--- src/design/dlp_pkg.sv ---
`default_nettype none
package dlp_pkg;
  // low-power state of the device
  typedef enum logic [2:0] {
    ST_IDLE,
    ST_ACTIVE,
    ST_SELFREF,
    ST_SR_EXIT,
    ST_PPD,
    ST_APD_FAST,
    ST_APD_SLOW,
    ST_PD_EXIT
  } dlp_state_t;

  // decoded command, active-low strobes in order cs, ras, cas, we
  localparam logic [3:0] CMD_NOP     = 4'h7;
  localparam logic [3:0] CMD_REFRESH = 4'h1;
  localparam logic [3:0] CMD_ACT     = 4'h3;
  localparam logic [3:0] CMD_PRE     = 4'h2;
  localparam logic [3:0] CMD_MRS     = 4'h0;
  localparam int unsigned SEL_BIT    = 3;

  // clock period and device delays
  localparam int unsigned CLK_PERIOD_NS       = 50;
  localparam int unsigned MIN_LOWPOWER_NS     = 7500;
  localparam int unsigned MIN_LOWPOWER_CYC    =
    (MIN_LOWPOWER_NS + CLK_PERIOD_NS - 1) / CLK_PERIOD_NS;
  localparam int unsigned SR_INTERNAL_REF_CYC = MIN_LOWPOWER_CYC / 2;
  localparam int unsigned SR_EXIT_NONREAD_LINK = 10;
  localparam int unsigned SR_EXIT_READ_LINK    = 200;
  localparam int unsigned CNT_W                = 16;
endpackage
`default_nettype wire

--- src/design/dlp_core.sv ---
`timescale 1ns/10ps
`default_nettype none
module dlp_core #(
  parameter int unsigned MIN_LOWPOWER_CYC = dlp_pkg::MIN_LOWPOWER_CYC
) (
  input  wire logic SYS_CLK_I,        // system clock 20 MHz
  input  wire logic RST_N_I,          // synchronous reset, active low
  input  wire logic LINK_CLK_I,       // memory clock from controller
  input  wire logic CKE_I,            // clock enable
  input  wire logic CS_N_I,           // chip select, active low
  input  wire logic RAS_N_I,          // row strobe, active low
  input  wire logic CAS_N_I,          // column strobe, active low
  input  wire logic WE_N_I,           // write strobe, active low
  input  wire logic TERM_EN_I,        // termination enable pin
  input  wire logic PD_EXIT_SEL_I,    // mode bit: 1 slow active exit
  input  wire logic ROW_OPEN_I,       // any bank has an open row
  output logic [2:0] STATE_O,         // low-power state code
  output logic      DLL_EN_O,         // delay-locked loop running
  output logic      INT_CLK_EN_O,     // internal clock gate open
  output logic      BUF_EN_O,         // input and output buffers on
  output logic      INT_REFRESH_O,    // internal refresh pulse
  output logic      CMD_ALLOWED_O,    // valid commands accepted
  output logic      READ_ALLOWED_O,   // read commands accepted
  output logic      CMD_ERR_O,        // illegal command seen, sticky
  output logic      REINIT_REQ_O      // contents lost, sticky
);

  localparam int unsigned IREF_CYC = MIN_LOWPOWER_CYC / 2; // falls inside the residence
  if (MIN_LOWPOWER_CYC < 2 || MIN_LOWPOWER_CYC >= (1 << dlp_pkg::CNT_W))
  begin
    $error("MIN_LOWPOWER_CYC out of range");
  end

  //////////////////////////////////////////////////////////////////////////////
  // synchronisers for the pins

  logic [1:0] s1_ff;
  logic [1:0] s2_ff;
  logic [4:0] c1_ff;
  logic [4:0] c2_ff;
  logic       clk_prev_ff;
  always_ff @(posedge SYS_CLK_I)
  begin
    s1_ff       <= {LINK_CLK_I, CKE_I};
    s2_ff       <= s1_ff;
    c1_ff       <= {CS_N_I, RAS_N_I, CAS_N_I, WE_N_I, TERM_EN_I};
    c2_ff       <= c1_ff;
    clk_prev_ff <= s2_ff[1];
  end

  wire logic       edge_w  = s2_ff[1] & ~clk_prev_ff;
  wire logic       cke_w   = s2_ff[0];
  wire logic       term_w  = c2_ff[0];
  wire logic [3:0] cmd_w   = c2_ff[4:1];

  function automatic logic is_nop(input logic [3:0] c);
    is_nop = c[dlp_pkg::SEL_BIT] | (c == dlp_pkg::CMD_NOP);
  endfunction

  //////////////////////////////////////////////////////////////////////////////
  // state machine, stepped on link clock edges

  dlp_pkg::dlp_state_t state_ff;
  dlp_pkg::dlp_state_t nxt_state;
  logic             cke_prev_ff;
  logic             nxt_cke_prev;
  logic [dlp_pkg::CNT_W-1:0] cnt_ff;
  logic [dlp_pkg::CNT_W-1:0] nxt_cnt;
  logic [dlp_pkg::CNT_W-1:0] sr_tmr_ff;
  logic [dlp_pkg::CNT_W-1:0] nxt_sr_tmr;
  logic             ref_owed_ff;
  logic             nxt_ref_owed;
  logic             err_ff;
  logic             nxt_err;
  logic             reinit_ff;
  logic             nxt_reinit;
  logic             iref_ff;
  logic             nxt_iref;

  always_comb
  begin
    nxt_state    = state_ff;
    nxt_cke_prev = cke_prev_ff;
    nxt_cnt      = cnt_ff;
    nxt_sr_tmr   = sr_tmr_ff;
    nxt_ref_owed = ref_owed_ff;
    nxt_err      = err_ff;
    nxt_reinit   = reinit_ff;
    nxt_iref     = 1'b0;
    // self-refresh runs on the system clock, link clock may stop
    if (state_ff == dlp_pkg::ST_SELFREF)
    begin
      if (sr_tmr_ff != '1)
        nxt_sr_tmr = sr_tmr_ff + 1'b1;
      if (sr_tmr_ff == dlp_pkg::CNT_W'(IREF_CYC))
        nxt_iref = 1'b1;
    end
    if (edge_w)
    begin
      nxt_cke_prev = cke_w;
      if (cnt_ff != '1)
        nxt_cnt = cnt_ff + 1'b1;
      case (state_ff)
        dlp_pkg::ST_IDLE, dlp_pkg::ST_ACTIVE:
        begin
          if (cke_prev_ff && !cke_w)
          begin
            if (cmd_w == dlp_pkg::CMD_REFRESH && !ROW_OPEN_I)
            begin
              // termination on or refresh owed is flagged
              if (term_w || ref_owed_ff)
                nxt_err = 1'b1;
              nxt_state  = dlp_pkg::ST_SELFREF;
              nxt_sr_tmr = '0;
              nxt_cnt    = '0;
            end
            else if (is_nop(cmd_w))
            begin
              nxt_cnt = '0;
              if (!ROW_OPEN_I)
                nxt_state = dlp_pkg::ST_PPD;
              else if (PD_EXIT_SEL_I)
                nxt_state = dlp_pkg::ST_APD_SLOW;
              else
                nxt_state = dlp_pkg::ST_APD_FAST;
            end
            else
              nxt_reinit = 1'b1;
          end
          else if (cke_w)
          begin
            if (cmd_w == dlp_pkg::CMD_REFRESH)
              nxt_ref_owed = 1'b0;
            if (!cmd_w[dlp_pkg::SEL_BIT] && cmd_w == dlp_pkg::CMD_ACT)
              nxt_state = dlp_pkg::ST_ACTIVE;
            else if (!ROW_OPEN_I)
              nxt_state = dlp_pkg::ST_IDLE;
          end
        end
        // only clock enable is looked at
        dlp_pkg::ST_SELFREF:
        begin
          if (cke_w)
          begin
            nxt_cnt      = '0;
            nxt_ref_owed = 1'b1;
            nxt_state    = dlp_pkg::ST_SR_EXIT;
            if (sr_tmr_ff < dlp_pkg::CNT_W'(MIN_LOWPOWER_CYC))
              nxt_err = 1'b1;
          end
        end
        dlp_pkg::ST_SR_EXIT:
        begin
          if (cnt_ff < dlp_pkg::CNT_W'(dlp_pkg::SR_EXIT_NONREAD_LINK) && !is_nop(cmd_w))
            nxt_err = 1'b1;
          if (!cke_w)
            nxt_err = 1'b1;
          if (cnt_ff >= dlp_pkg::CNT_W'(dlp_pkg::SR_EXIT_READ_LINK - 1))
            nxt_state = dlp_pkg::ST_IDLE;
        end
        dlp_pkg::ST_PPD, dlp_pkg::ST_APD_FAST, dlp_pkg::ST_APD_SLOW:
        begin
          if (cke_w)
          begin
            if (!is_nop(cmd_w))
              nxt_err = 1'b1;
            nxt_cnt   = '0;
            nxt_state = dlp_pkg::ST_PD_EXIT;
          end
        end
        dlp_pkg::ST_PD_EXIT:
        begin
          nxt_state = ROW_OPEN_I ? dlp_pkg::ST_ACTIVE : dlp_pkg::ST_IDLE;
        end
        default:
          nxt_state = dlp_pkg::ST_IDLE;
      endcase
    end
  end

  always_ff @(posedge SYS_CLK_I)
  begin
    if (!RST_N_I)
    begin
      state_ff    <= dlp_pkg::ST_IDLE;
      cke_prev_ff <= 1'b0;
      cnt_ff      <= '0;
      sr_tmr_ff   <= '0;
      ref_owed_ff <= 1'b0;
      err_ff      <= 1'b0;
      reinit_ff   <= 1'b0;
      iref_ff     <= 1'b0;
    end
    else
    begin
      state_ff    <= nxt_state;
      cke_prev_ff <= nxt_cke_prev;
      cnt_ff      <= nxt_cnt;
      sr_tmr_ff   <= nxt_sr_tmr;
      ref_owed_ff <= nxt_ref_owed;
      err_ff      <= nxt_err;
      reinit_ff   <= nxt_reinit;
      iref_ff     <= nxt_iref;
    end
  end

  //////////////////////////////////////////////////////////////////////////////
  // registered outputs

  logic [5:0] out_ff;
  logic [5:0] nxt_out;
  always_comb
  begin
    nxt_out = 6'h3F;
    case (nxt_state)
      // loop and clock gated in self-refresh
      dlp_pkg::ST_SELFREF:  nxt_out = 6'h00;
      dlp_pkg::ST_PPD:      nxt_out = 6'h02;
      dlp_pkg::ST_APD_SLOW: nxt_out = 6'h02;
      dlp_pkg::ST_APD_FAST: nxt_out = 6'h03;
      // commands return after the non-read delay
      dlp_pkg::ST_SR_EXIT:
        nxt_out = (nxt_cnt >= dlp_pkg::CNT_W'(dlp_pkg::SR_EXIT_NONREAD_LINK)) ? 6'h0F : 6'h07;
      dlp_pkg::ST_PD_EXIT:  nxt_out = 6'h07;
      default:              nxt_out = 6'h3F;
    endcase
  end
  always_ff @(posedge SYS_CLK_I)
  begin
    if (!RST_N_I)
      out_ff <= 6'h3F;
    else
      out_ff <= nxt_out;
  end

  // out bits: 0 loop, 1 clock, 2 buffers, 3 cmd, 4 read, 5 spare
  assign STATE_O        = state_ff;
  assign DLL_EN_O       = out_ff[0];
  assign INT_CLK_EN_O   = out_ff[1];
  assign BUF_EN_O       = out_ff[2];
  assign CMD_ALLOWED_O  = out_ff[3];
  assign READ_ALLOWED_O = out_ff[4];
  assign INT_REFRESH_O  = iref_ff;
  assign CMD_ERR_O      = err_ff;
  assign REINIT_REQ_O   = reinit_ff;
endmodule
`default_nettype wire

--- config.mk ---
export PLATFORM = sky130hd
export DESIGN_NAME = dlp_core
export DESIGN_NICKNAME = d
export VERILOG_FILES = /design/src/design/dlp_pkg.sv /design/src/design/dlp_core.sv
export SDC_FILE = /design/constraint.sdc
export NUM_CORES = 1
export LEC_CHECK = 0
export ABC_AREA = 1
export BUFFER_PORTS_ARGS = -buffer_cell sky130_fd_sc_hd__buf_2
export CORE_ASPECT_RATIO = 1.75
export CORE_UTILIZATION = 30
export DETAILED_ROUTE_END_ITERATION = 6
export GPL_TIMING_DRIVEN = 0
export PLACE_DENSITY = 0.47
export SLEW_MARGIN = 40
export SYNTH_ARGS = -nofsm -noshare
export SYNTH_HDL_FRONTEND = slang
export SYNTH_SLANG_ARGS = --single-unit
--- constraint.sdc ---
create_clock -name SYS_CLK_I -period 1.7 [get_ports SYS_CLK_I]
set_input_delay 0.34 -clock SYS_CLK_I [delete_from_list [all_inputs] [get_ports SYS_CLK_I]]
set_output_delay 0.34 -clock SYS_CLK_I [all_outputs]
set_load 0.01 [all_outputs]
# After elaboration in Yosys (flattened, before gate mapping)
# Index checks and enable logic that the tools add are counted.
[totals] ff_bits=60 in_bits=11 output_inout_bits=11 elab_cells=120
[classes] addsub=2 n_lt_le_gt_ge=4 n_eq_ne=30 mux=45 n_bitwise=5 reduce_logical=20
[ops] cell="$mux 16" count=12
[ops] cell="$add 16x1->16 const B" count=2
[ops] cell="$ne 16x16->1 const B" count=2
[ops] cell="$pmux 16 s2" count=1
[ops] cell="$mux 3" count=10
[ops] cell="$pmux 5 s5" count=1
[ops] cell="$eq 3x3->1 const B" count=8
[ops] cell="$ne 2x2->1 const B" count=9
[ops] cell="$eq 16x7->1 const B" count=1
[ops] cell="$ge 16x4->1 const B" count=1
[ops] cell="$ge 16x8->1 const B" count=1
[ops] cell="$lt 16x4->1 const B" count=1
[ops] cell="$lt 16x8->1 const B" count=1
[ops] cell="$mux 1" count=15
[ops] cell="$pmux 3 s5" count=1
[ops] cell="$eq 3x2->1 const B" count=4
[ops] cell="$reduce_and 10->1" count=1
[ops] cell="$reduce_and 6->1" count=1
[ops] cell="$reduce_and 5->1" count=1
[ops] cell="$eq 4x1->1 const B" count=1
[ops] cell="$eq 4x2->1 const B" count=1
[ops] cell="$eq 4x3->1 const B" count=1
[ops] cell="$logic_and 1x1->1" count=4
[ops] cell="$logic_not 1->1" count=4
[ops] cell="other kinds (18)" count=22

# Logic depth before layout (Yosys ltp)
# Gate-level depths: netlist (run 1).
[logic_depth] depth_word=10 ltp_mapped=15 depth_no_buf=15

# Worst setup path after synthesis (run 1)
# OpenSTA, ideal clock, no wires.
[synth_path] path_type="register -> register" from="register cnt_ff[0] (netlist bit)" to="register out_ff[3]" arrival_time_ns=1.567 t_required_ns=1.588 slack_ns=0.021 stages_incl_launch_ff=14 n_path_buf=1 period_less_slack_ns=1.679 path_cell_list="dfxtp_1 > ha_1 > nand2_2 > nor2_8 > nand4_4 > buf_6 > nand4_1 > nand2_1 > nand3_2 > nand2_1 > nor2_1 > nand2_1 > nand2_1 > nand2_1"
[synth_between] elab_chain_len=10
[synth_rtl] element="start, declared" line="dlp_core.sv:67" text="logic [dlp_pkg::CNT_W-1:0] cnt_ff;"
[synth_rtl] element="start signal, assigned" line="dlp_core.sv:198" text="cnt_ff <= nxt_cnt;"
[synth_rtl] element="$add 16x1->16 / $ne 16x16->1 (equally long branches)" line="dlp_core.sv:102, dlp_core.sv:101"
[synth_rtl] element="$mux 16" line="dlp_core.sv:101" text="if (cnt_ff != '1)"
[synth_rtl] element="$mux 16" line="dlp_core.sv:117" text="else if (is_nop(cmd_w))"
[synth_rtl] element="$mux 16" line="dlp_core.sv:108" text="if (cmd_w == dlp_pkg::CMD_REFRESH && !ROW_OPEN_I)"
[synth_rtl] element="$mux 16" line="dlp_core.sv:106" text="if (cke_prev_ff && !cke_w)"
[synth_rtl] element="$pmux 16 s2" line="dlp_core.sv:103" text="case (state_ff)"
[synth_rtl] element="$mux 16" line="dlp_core.sv:98" text="if (edge_w)"
[synth_rtl] element="$ge 16x4->1" line="dlp_core.sv:223" text="nxt_out = (nxt_cnt >= dlp_pkg::CNT_W'(dlp_pkg::SR_EXIT_NONREAD_LINK)) ? 6'h0F : 6'h07;"
[synth_rtl] element="$mux 4" line="dlp_core.sv:223"
[synth_rtl] element="$pmux 5 s5 *" line="dlp_core.sv:215" text="case (nxt_state)"
[synth_rtl] element="end signal, assigned" line="dlp_core.sv:233" text="out_ff <= nxt_out;"
[synth_rtl] element="end, declared" line="dlp_core.sv:210" text="logic [5:0] out_ff;"
# Mark *: on every way between the ends. The rest lies on a longest branch, timed or not.
# A chain may end at the register's enable or synchronous reset.

# Worst setup path in the final report (run 1)
# Same ends and word-level chain as after synthesis.

==> results of run 1 <==
-- cell usage after synthesis (all sizes together) --
| cell | number | area share |
|---|---|---|
| nor3 | 14 | 0.030 |
| a21oi | 18 | 0.031 |
| o31a | 1 | 0.0029 |
| xor2 | 7 | 0.020 |
| buf | 4 | 0.0094 |
| xnor2 | 3 | 0.0086 |
| and2 | 1 | 0.0020 |
| dfxtp | 60 | 0.39 |
| nand2 | 96 | 0.13 |
| o211ai | 4 | 0.0098 |
| inv | 62 | 0.076 |
| nor2 | 68 | 0.11 |
| or2 | 1 | 0.0020 |
| a31oi | 4 | 0.0082 |
| o21ai | 22 | 0.041 |
| nand3 | 36 | 0.066 |
| ha | 2 | 0.0082 |
| clkbuf | 1 | 0.0012 |
| nand4 | 18 | 0.042 |
| o21bai | 1 | 0.0025 |
| a21boi | 1 | 0.0025 |
| a211oi | 1 | 0.0025 |
| nor4 | 3 | 0.0061 |
-- metal layers --
layer	track usage	vias to the layer above
met5	0	-
met1	0.168	1420
met4	0.108	0
li1	-	1507
met3	0.0364	30
met2	0.369	75
-- worst max-delay path by stage --
stage / from / endpoint / slack (ns) / cells after the start
2_1_floorplan: cnt_ff[0] / out_ff[3] / 0.02 / 13
3_3_place_gp: cnt_ff[1] / out_ff[3] / -0.36 / 14
3_5_place_dp: cnt_ff[0] / out_ff[3] / -0.36 / 14
4_1_cts: cnt_ff[1] / out_ff[3] / -0.13 / 15
5_1_grt: cnt_ff[0] / out_ff[3] / -0.25 / 14
6_report: cnt_ff[0] / out_ff[3] / -0.15 / 14
-- per-stage QoR --
stage               cells  setup TNS (ns)  worst slack [ns]   util
detailed placement    574           -3.38            -0.355  0.337
floorplan             428               0            0.0212      -
finish                616          -0.253            -0.151  0.413
global placement      574           -3.42            -0.363  0.337
global route          616           -1.06            -0.248  0.413
CTS                   611          -0.195            -0.131  0.397
-- cells by family after synthesis --
group,Yosys count,synth area share
AO/OA/AOI/OAI,52,0.100
buffers and inverters,67,0.0868
adder cells (fa/ha/maj),2,0.00819
AND/OR/NAND/NOR,237,0.383
flip-flops,60,0.393
XOR/XNOR,10,0.0287
-- flip-flops by register name, indices dropped and copies added (netlist names) --
name,count
STATE_O,3
out_ff,5
ref_owed_ff,1
INT_REFRESH_O,1
clk_prev_ff,1
sr_tmr_ff,16
REINIT_REQ_O,1
c1_ff,5
cnt_ff,16
s2_ff,2
CMD_ERR_O,1
cke_prev_ff,1
s1_ff,2
c2_ff,5
-- layout make-up --
| cell class | count | area, µm² | area share |
|---|---|---|---|
| Clock inverter | 5 | 52.6 | 0.0129 |
| Sequential cell | 60 | 1240 | 0.305 |
| Inverter | 62 | 235 | 0.0579 |
| Clock buffer | 11 | 233 | 0.0573 |
| Buffer | 5 | 41.3 | 0.0102 |
| Tap cell | 125 | 156 | 0.0385 |
| Timing Repair Buffer | 46 | 315 | 0.0776 |
| Multi-Input combinational cell | 302 | 1790 | 0.440 |
-- what timing repair did --
action                                  in CTS  in global routing
cloned                                       1                  0
pin swaps                                   18                 17
endpoints found under the setup margin      24                 18
buffers inserted                            20                  5
resized for setup                           46                 35
-- worst reg2reg max path: stages (launching register included) --
cell and delay [ns]:
dfxtp_4 0.37, ha_4 0.15, nand2_4 0.06, nor2_8 0.14
nand4_4 0.21, buf_8 0.21, nand4_1 0.07, nand2_1 0.10
nor2_2 0.16, nor2_1 0.06, nand2_1 0.08, nor2_2 0.04
nand2_1 0.05, nand2_1 0.05, nand2_1 0.06
-- power by group through the flow --
stage | registers, mW | clock network, mW | logic [mW]
after CTS | 1.49 | 1.80 | 0.259
after detailed placement | 1.51 | 0 | 0.217
final | 1.49 | 1.76 | 0.277
after global placement | 1.51 | 0 | 0.217
after global routing | 1.49 | 1.85 | 0.308
after floorplan | 1.51 | 0 | 0.133
==> results.tsv, run 1 <==
stage	metric	value	unit
place	placed_area	3320	µm²
timing	fin_skew	0.00580	ns
place	dpl.hpwl	6550	µm
power_and_ir_drop	p_clk_frac	0.500	
synth	avgSynthCellArea	7.14	µm²
setup_path	endpoint_kind	flop	
drt	top_layer	met4	
finish	finalInstanceArea	4060	µm²
power_and_ir_drop	swShare	0.238	
drt	wl_per_cell	14.8	µm
setup_path	r2r_slack	-0.15	ns
clocking	htreeDepth	3	
drt	wl_met3	290	µm
global_routing	grt_usage	0.186	
timing	final_hold_viol_count	0	
setup_path	cp_num_buf_inv	1	
global_routing	overflow	0	
finish	nets	499	
setup_path	r2r-start	cnt_ff[0]	
synth	syn_inst	428	
drt	vias_per_cell	4.92	
setup_path	cp_max_fo	10	
floorplanning	ioPinCount	22	
drt	wl_met2	5220	µm
global_routing	grt_pass1_wl	14800	µm
synth	synth_fp_nets	441	
synth	ys_seq_elements	60	
clocking	cts_tree	yes	
place	io_buffers	21	
min_path	holdCritStartpoint	LINK_CLK_I	
global_routing	grt_pass1_vias	3079	
synth	synth_area	3050	µm²
setup_path	arrival	2.12	ns
outcome	outcome	complete, but fails checks	
drt	firstDrtPassIters	5	
flow_run	cap_violations	0	
timing	rsz0062_at_grt	true	
setup_path	critical-path-top-delay-family	simple AND/OR/NAND/NOR gates	
synth	yosys_warnings	0	
finish	fillers	1052	
setup_path	critPathLaunchType	flop	
timing	worst_slack	-0.151	ns
clocking	cts_sinks	60	
timing	max_freq	0.540	GHz
setup_path	slowest_delay	0.37	ns
power_and_ir_drop	finalPower	3.53	mW
power_and_ir_drop	sequentialPowerShare	0.422	
timing	final-max-slew-violation-count	0	
global_routing	grt_max_degree	11	
outcome	violations	negative setup slack	
drt	routedLengthMet1	3140	µm
clocking	cts_inserted_buffers	9	
floorplanning	die_h	135	µm
setup_path	slowest_stage	dfxtp_4	
setup_path	r2r-end	out_ff[3]	
setup_path	crit_type	flop to flop	
finish	n_antenna_cell	0	
power_and_ir_drop	combPwrFrac	0.079	
setup_path	reg2reg_depth	14	
finish	most-common-layout-cells	nand2_1 (81), inv_1 (53), nor2_1 (46), dfxtp_1 (36), nand3_1 (28)	
drt	drtAntennaViolNets	0	
drt	drtIter0Drc	118	
finish	syn2layout_area_growth	33.1	%
synth	synthDistinctLibCells	39	
clocking	clk_pin_slew	0.05	ns
global_routing	grt_antenna_before_repair	0	
floorplanning	rows	48	
timing	post-route-period-util	1.09	
power_and_ir_drop	internal-power	2.69	mW
min_path	hold_depth	1	
power_and_ir_drop	p_leak	1.85	nW
finish	drive_above_1_share	0.322	
clocking	cts_hold_buffers	0	
floorplanning	start_util	0.310	
min_path	hp-class	input port to flop	
floorplanning	fp.coreArea	9850	µm²
place	gp_congestion	0.875	
floorplanning	dieWidth	78.3	µm
synth	ys_seq_area_frac	0.393	
power_and_ir_drop	switching_power	0.840	mW
clocking	clock_path_buffers	2	
power_and_ir_drop	vdd_ir_drop_max	630	µV
timing	worst_pin_slew	0.543	ns
floorplanning	die_area	10600	µm²
setup_path	critical_path.most_common_cell	nand2_1	
clocking	cts_root_buf	clkbuf_16	
finish	layout_commonest_cell	nand2_1	
timing	period_minus_slack	1.85	ns
timing	fin_hold_ws	0.109	ns
min_path	holdPathEnd	s1_ff[1]	
drt	routed_wl	9130	µm
drt	drc_errors	0	
power_and_ir_drop	power.density	868	nW/µm²
setup_path	crit_required	1.97	ns
timing	worst_slew_margin_rel	0.638	
clocking	insertion_delay	0.33	ns
timing	finalSetupViolCount	4	
setup_path	path_cells	ha_4 -> nand2_4 -> nor2_8 -> nand4_4 -> buf_8 -> nand4_1 -> nand2_1 -> nor2_2 -> nor2_1 -> nand2_1 -> nor2_2 -> nand2_1 -> nand2_1 -> nand2_1	
drt	vias	3032	
(Power assumes the default switching activity.)
==> run 2: changes to the inputs <==
--- a/config.mk
+++ b/config.mk
@@ -6,12 +6,13 @@
 export NUM_CORES = 1
 export LEC_CHECK = 0
 export ABC_AREA = 1
-export BUFFER_PORTS_ARGS = -buffer_cell sky130_fd_sc_hd__buf_2
 export CORE_ASPECT_RATIO = 1.75
 export CORE_UTILIZATION = 30
 export DETAILED_ROUTE_END_ITERATION = 6
+export DONT_BUFFER_PORTS = 1
 export GPL_TIMING_DRIVEN = 0
-export PLACE_DENSITY = 0.47
+export MAX_ROUTING_LAYER = met4
+export PLACE_DENSITY = 0.45
 export SLEW_MARGIN = 40
 export SYNTH_ARGS = -nofsm -noshare
 export SYNTH_HDL_FRONTEND = slang
==> results.tsv, run 2 (same netlist as run 1, synthesis figures left out) <==
stage	metric	value	unit	change
outcome	outcome	complete, but fails checks		unchanged
outcome	violations	negative setup slack		unchanged
timing	worst_slack	-0.125	ns	was -0.151 ns
finish	most-common-layout-cells	nand2_1 (82), inv_1 (54), nor2_1 (48), dfxtp_1 (41), nand3_1 (30)		was nand2_1 (81), inv_1 (53), nor2_1 (46), dfxtp_1 (36), nand3_1 (28)
timing	fin_skew	0.00483	ns	was 0.00580 ns
drt	vias_per_cell	4.91		was 4.92
timing	post-route-period-util	1.07		was 1.09
timing	finalSetupViolCount	3		was 4
finish	drive_above_1_share	0.257		was 0.322
place	dpl.hpwl	6540	µm	was 6550 µm
finish	nets	471		was 499
floorplanning	ioPinCount	22		unchanged
finish	finalInstanceArea	3850	µm²	was 4060 µm²
clocking	clock_path_buffers	2		unchanged
global_routing	grt_pass1_wl	14200	µm	was 14,800 µm
place	gp_congestion	0.877		was 0.875
finish	final_core_util	0.391		was 0.413
timing	worst_pin_slew	0.566	ns	was 0.543 ns
place	pre_cts_ws	-0.356	ns	was -0.355 ns
drt	wl_met3	206	µm	was 290 µm
drt	firstDrtPassIters	4		was 5
floorplanning	dieWidth	78.3	µm	unchanged
floorplanning	die_h	135	µm	unchanged
floorplanning	rows	48		unchanged
global_routing	grt_pass1_vias	2953		was 3,079
setup_path	crit_required	1.97	ns	about the same
timing	final_hold_viol_count	0		unchanged
global_routing	grt_antenna_before_repair	0		unchanged
drt	drc_errors	0		unchanged
drt	top_layer	met4		unchanged
drt	wl_per_cell	15.0	µm	was 14.8 µm
clocking	cts_inserted_buffers	9		unchanged
global_routing	overflow	0		unchanged
drt	drtAntennaViolNets	0		unchanged
clocking	cts_tree	yes		unchanged
timing	rsz0062_at_grt	true		unchanged
global_routing	grt_usage	0.187		was 0.186
power_and_ir_drop	p_leak	1.71	nW	was 1.85 nW
drt	wl_met2	5190	µm	was 5220 µm
power_and_ir_drop	sequentialPowerShare	0.434		was 0.422
power_and_ir_drop	vdd_ir_drop_max	484	µV	was 630 µV
floorplanning	start_util	0.310		unchanged
power_and_ir_drop	switching_power	0.851	mW	was 0.840 mW
min_path	hp-class	input port to flop		unchanged
timing	max_freq	0.548	GHz	was 0.540 GHz
power_and_ir_drop	power.density	896	nW/µm²	was 868 nW/µm²
clocking	cts_hold_buffers	0		unchanged
drt	routedLengthMet1	3010	µm	was 3140 µm
power_and_ir_drop	combPwrFrac	0.066		was 0.079
setup_path	cp_max_fo	10		unchanged
finish	n_antenna_cell	0		unchanged
drt	vias	2889		was 3,032
power_and_ir_drop	swShare	0.247		was 0.238
setup_path	arrival	2.10	ns	was 2.12 ns
clocking	cts_sinks	60		unchanged
clocking	insertion_delay	0.33	ns	about the same
finish	syn2layout_area_growth	26.0	%	was 33.1%
power_and_ir_drop	p_clk_frac	0.500		about the same
timing	fin_hold_ws	0.0344	ns	was 0.109 ns
timing	worst_slew_margin_rel	0.622		was 0.638
floorplanning	fp.coreArea	9850	µm²	unchanged
timing	final-max-slew-violation-count	0		unchanged
setup_path	critPathLaunchType	flop		unchanged
place	placed_area	3210	µm²	was 3320 µm²
drt	routed_wl	8850	µm	was 9130 µm
place	io_buffers	0		was 21
finish	layout_commonest_cell	nand2_1		unchanged
floorplanning	die_area	10600	µm²	unchanged
setup_path	endpoint_kind	flop		unchanged
drt	drtIter0Drc	169		was 118
timing	period_minus_slack	1.82	ns	was 1.85 ns
global_routing	grt_max_degree	12		was 11
clocking	cts_root_buf	clkbuf_16		unchanged
flow_run	cap_violations	0		unchanged
clocking	clk_pin_slew	0.05	ns	about the same
setup_path	crit_type	flop to flop		unchanged
power_and_ir_drop	internal-power	2.60	mW	was 2.69 mW
finish	reg.largest.list	cnt_ff: 16 flops, sr_tmr_ff: 16 flops		unchanged
clocking	htreeDepth	3		unchanged
run 2: cell types whose count changed in the layout (fill, tap and decap cells not counted), sizes merged:
cell and change:
clkinv -1, buf -28, bufinv -1, clkinvlp +2
run 2: worst max-delay path: stages (launching register included):
cell and delay, ns:
dfxtp_4 0.37, ha_4 0.16, nand2_4 0.07, nor2_8 0.15
nand4_4 0.18, buf_6 0.20, nand4_1 0.07, nand2_1 0.07
nor2_1 0.19, nor2_1 0.06, nand2_1 0.05, nor2_1 0.04
nand2_1 0.05, nand2_1 0.04, nand2_1 0.05
run 2: cell type report:
type	instances	area [µm²]
buffer	5	37.5
clock buffer	11	253
clock inverter	5	36.3
fill	1054	6000
inverter	62	238
multi-input combinational	302	1750
sequential	60	1240
tap	125	156
timing repair buffer	18	139
run 2: through the flow:
| step | setup TNS [ns] | power [mW] | std cells |
|---|---|---|---|
| final | -0.172 | 3.45 | 588 |
| after global routing | -0.924 | 3.59 | 588 |
| after CTS | -0.223 | 3.50 | 588 |
| after detailed placement | -3.81 | 1.70 | 553 |
| after global placement | -4.03 | 1.70 | 553 |
| after floorplan | 0 | 1.65 | 428 |
run 2: final timing paths:
| check | startpoint | end | slack (ns) | depth (start not counted) |
|---|---|---|---|---|
| worst max-delay path | cnt_ff[0] | out_ff[3] | -0.12 | 14 |
| worst min-delay path | TERM_EN_I | c1_ff[0] | 0.03 | 0 |
| worst max register to register | cnt_ff[0] | out_ff[3] | -0.12 | 14 |
| worst min register to register | s1_ff[0] | s2_ff[0] | 0.32 | 0 |
run 2: per-layer routing:
| metal | vias up | track usage |
|---|---|---|
| met5 | - | - |
| met2 | 41 | 0.364 |
| met4 | 0 | 0.123 |
| li1 | 1458 | - |
| met1 | 1364 | 0.156 |
| met3 | 26 | 0.0330 |
run 2: power groups by stage:
| stage | Combinational (mW) | Sequential, mW | Clock (mW) |
|---|---|---|---|
| after floorplan | 0.133 | 1.51 | 0 |
| after CTS | 0.217 | 1.50 | 1.78 |
| after detailed placement | 0.180 | 1.52 | 0 |
| final | 0.227 | 1.50 | 1.72 |
| after global placement | 0.181 | 1.52 | 0 |
| after global routing | 0.252 | 1.50 | 1.84 |
run 2: what timing repair did:
action | CTS | global route
gates resized for setup | 43 | 22
gates cloned | 1 | 0
pin swaps | 13 | 14
endpoints found under the setup margin | 24 | 24
buffers inserted | 18 | 0
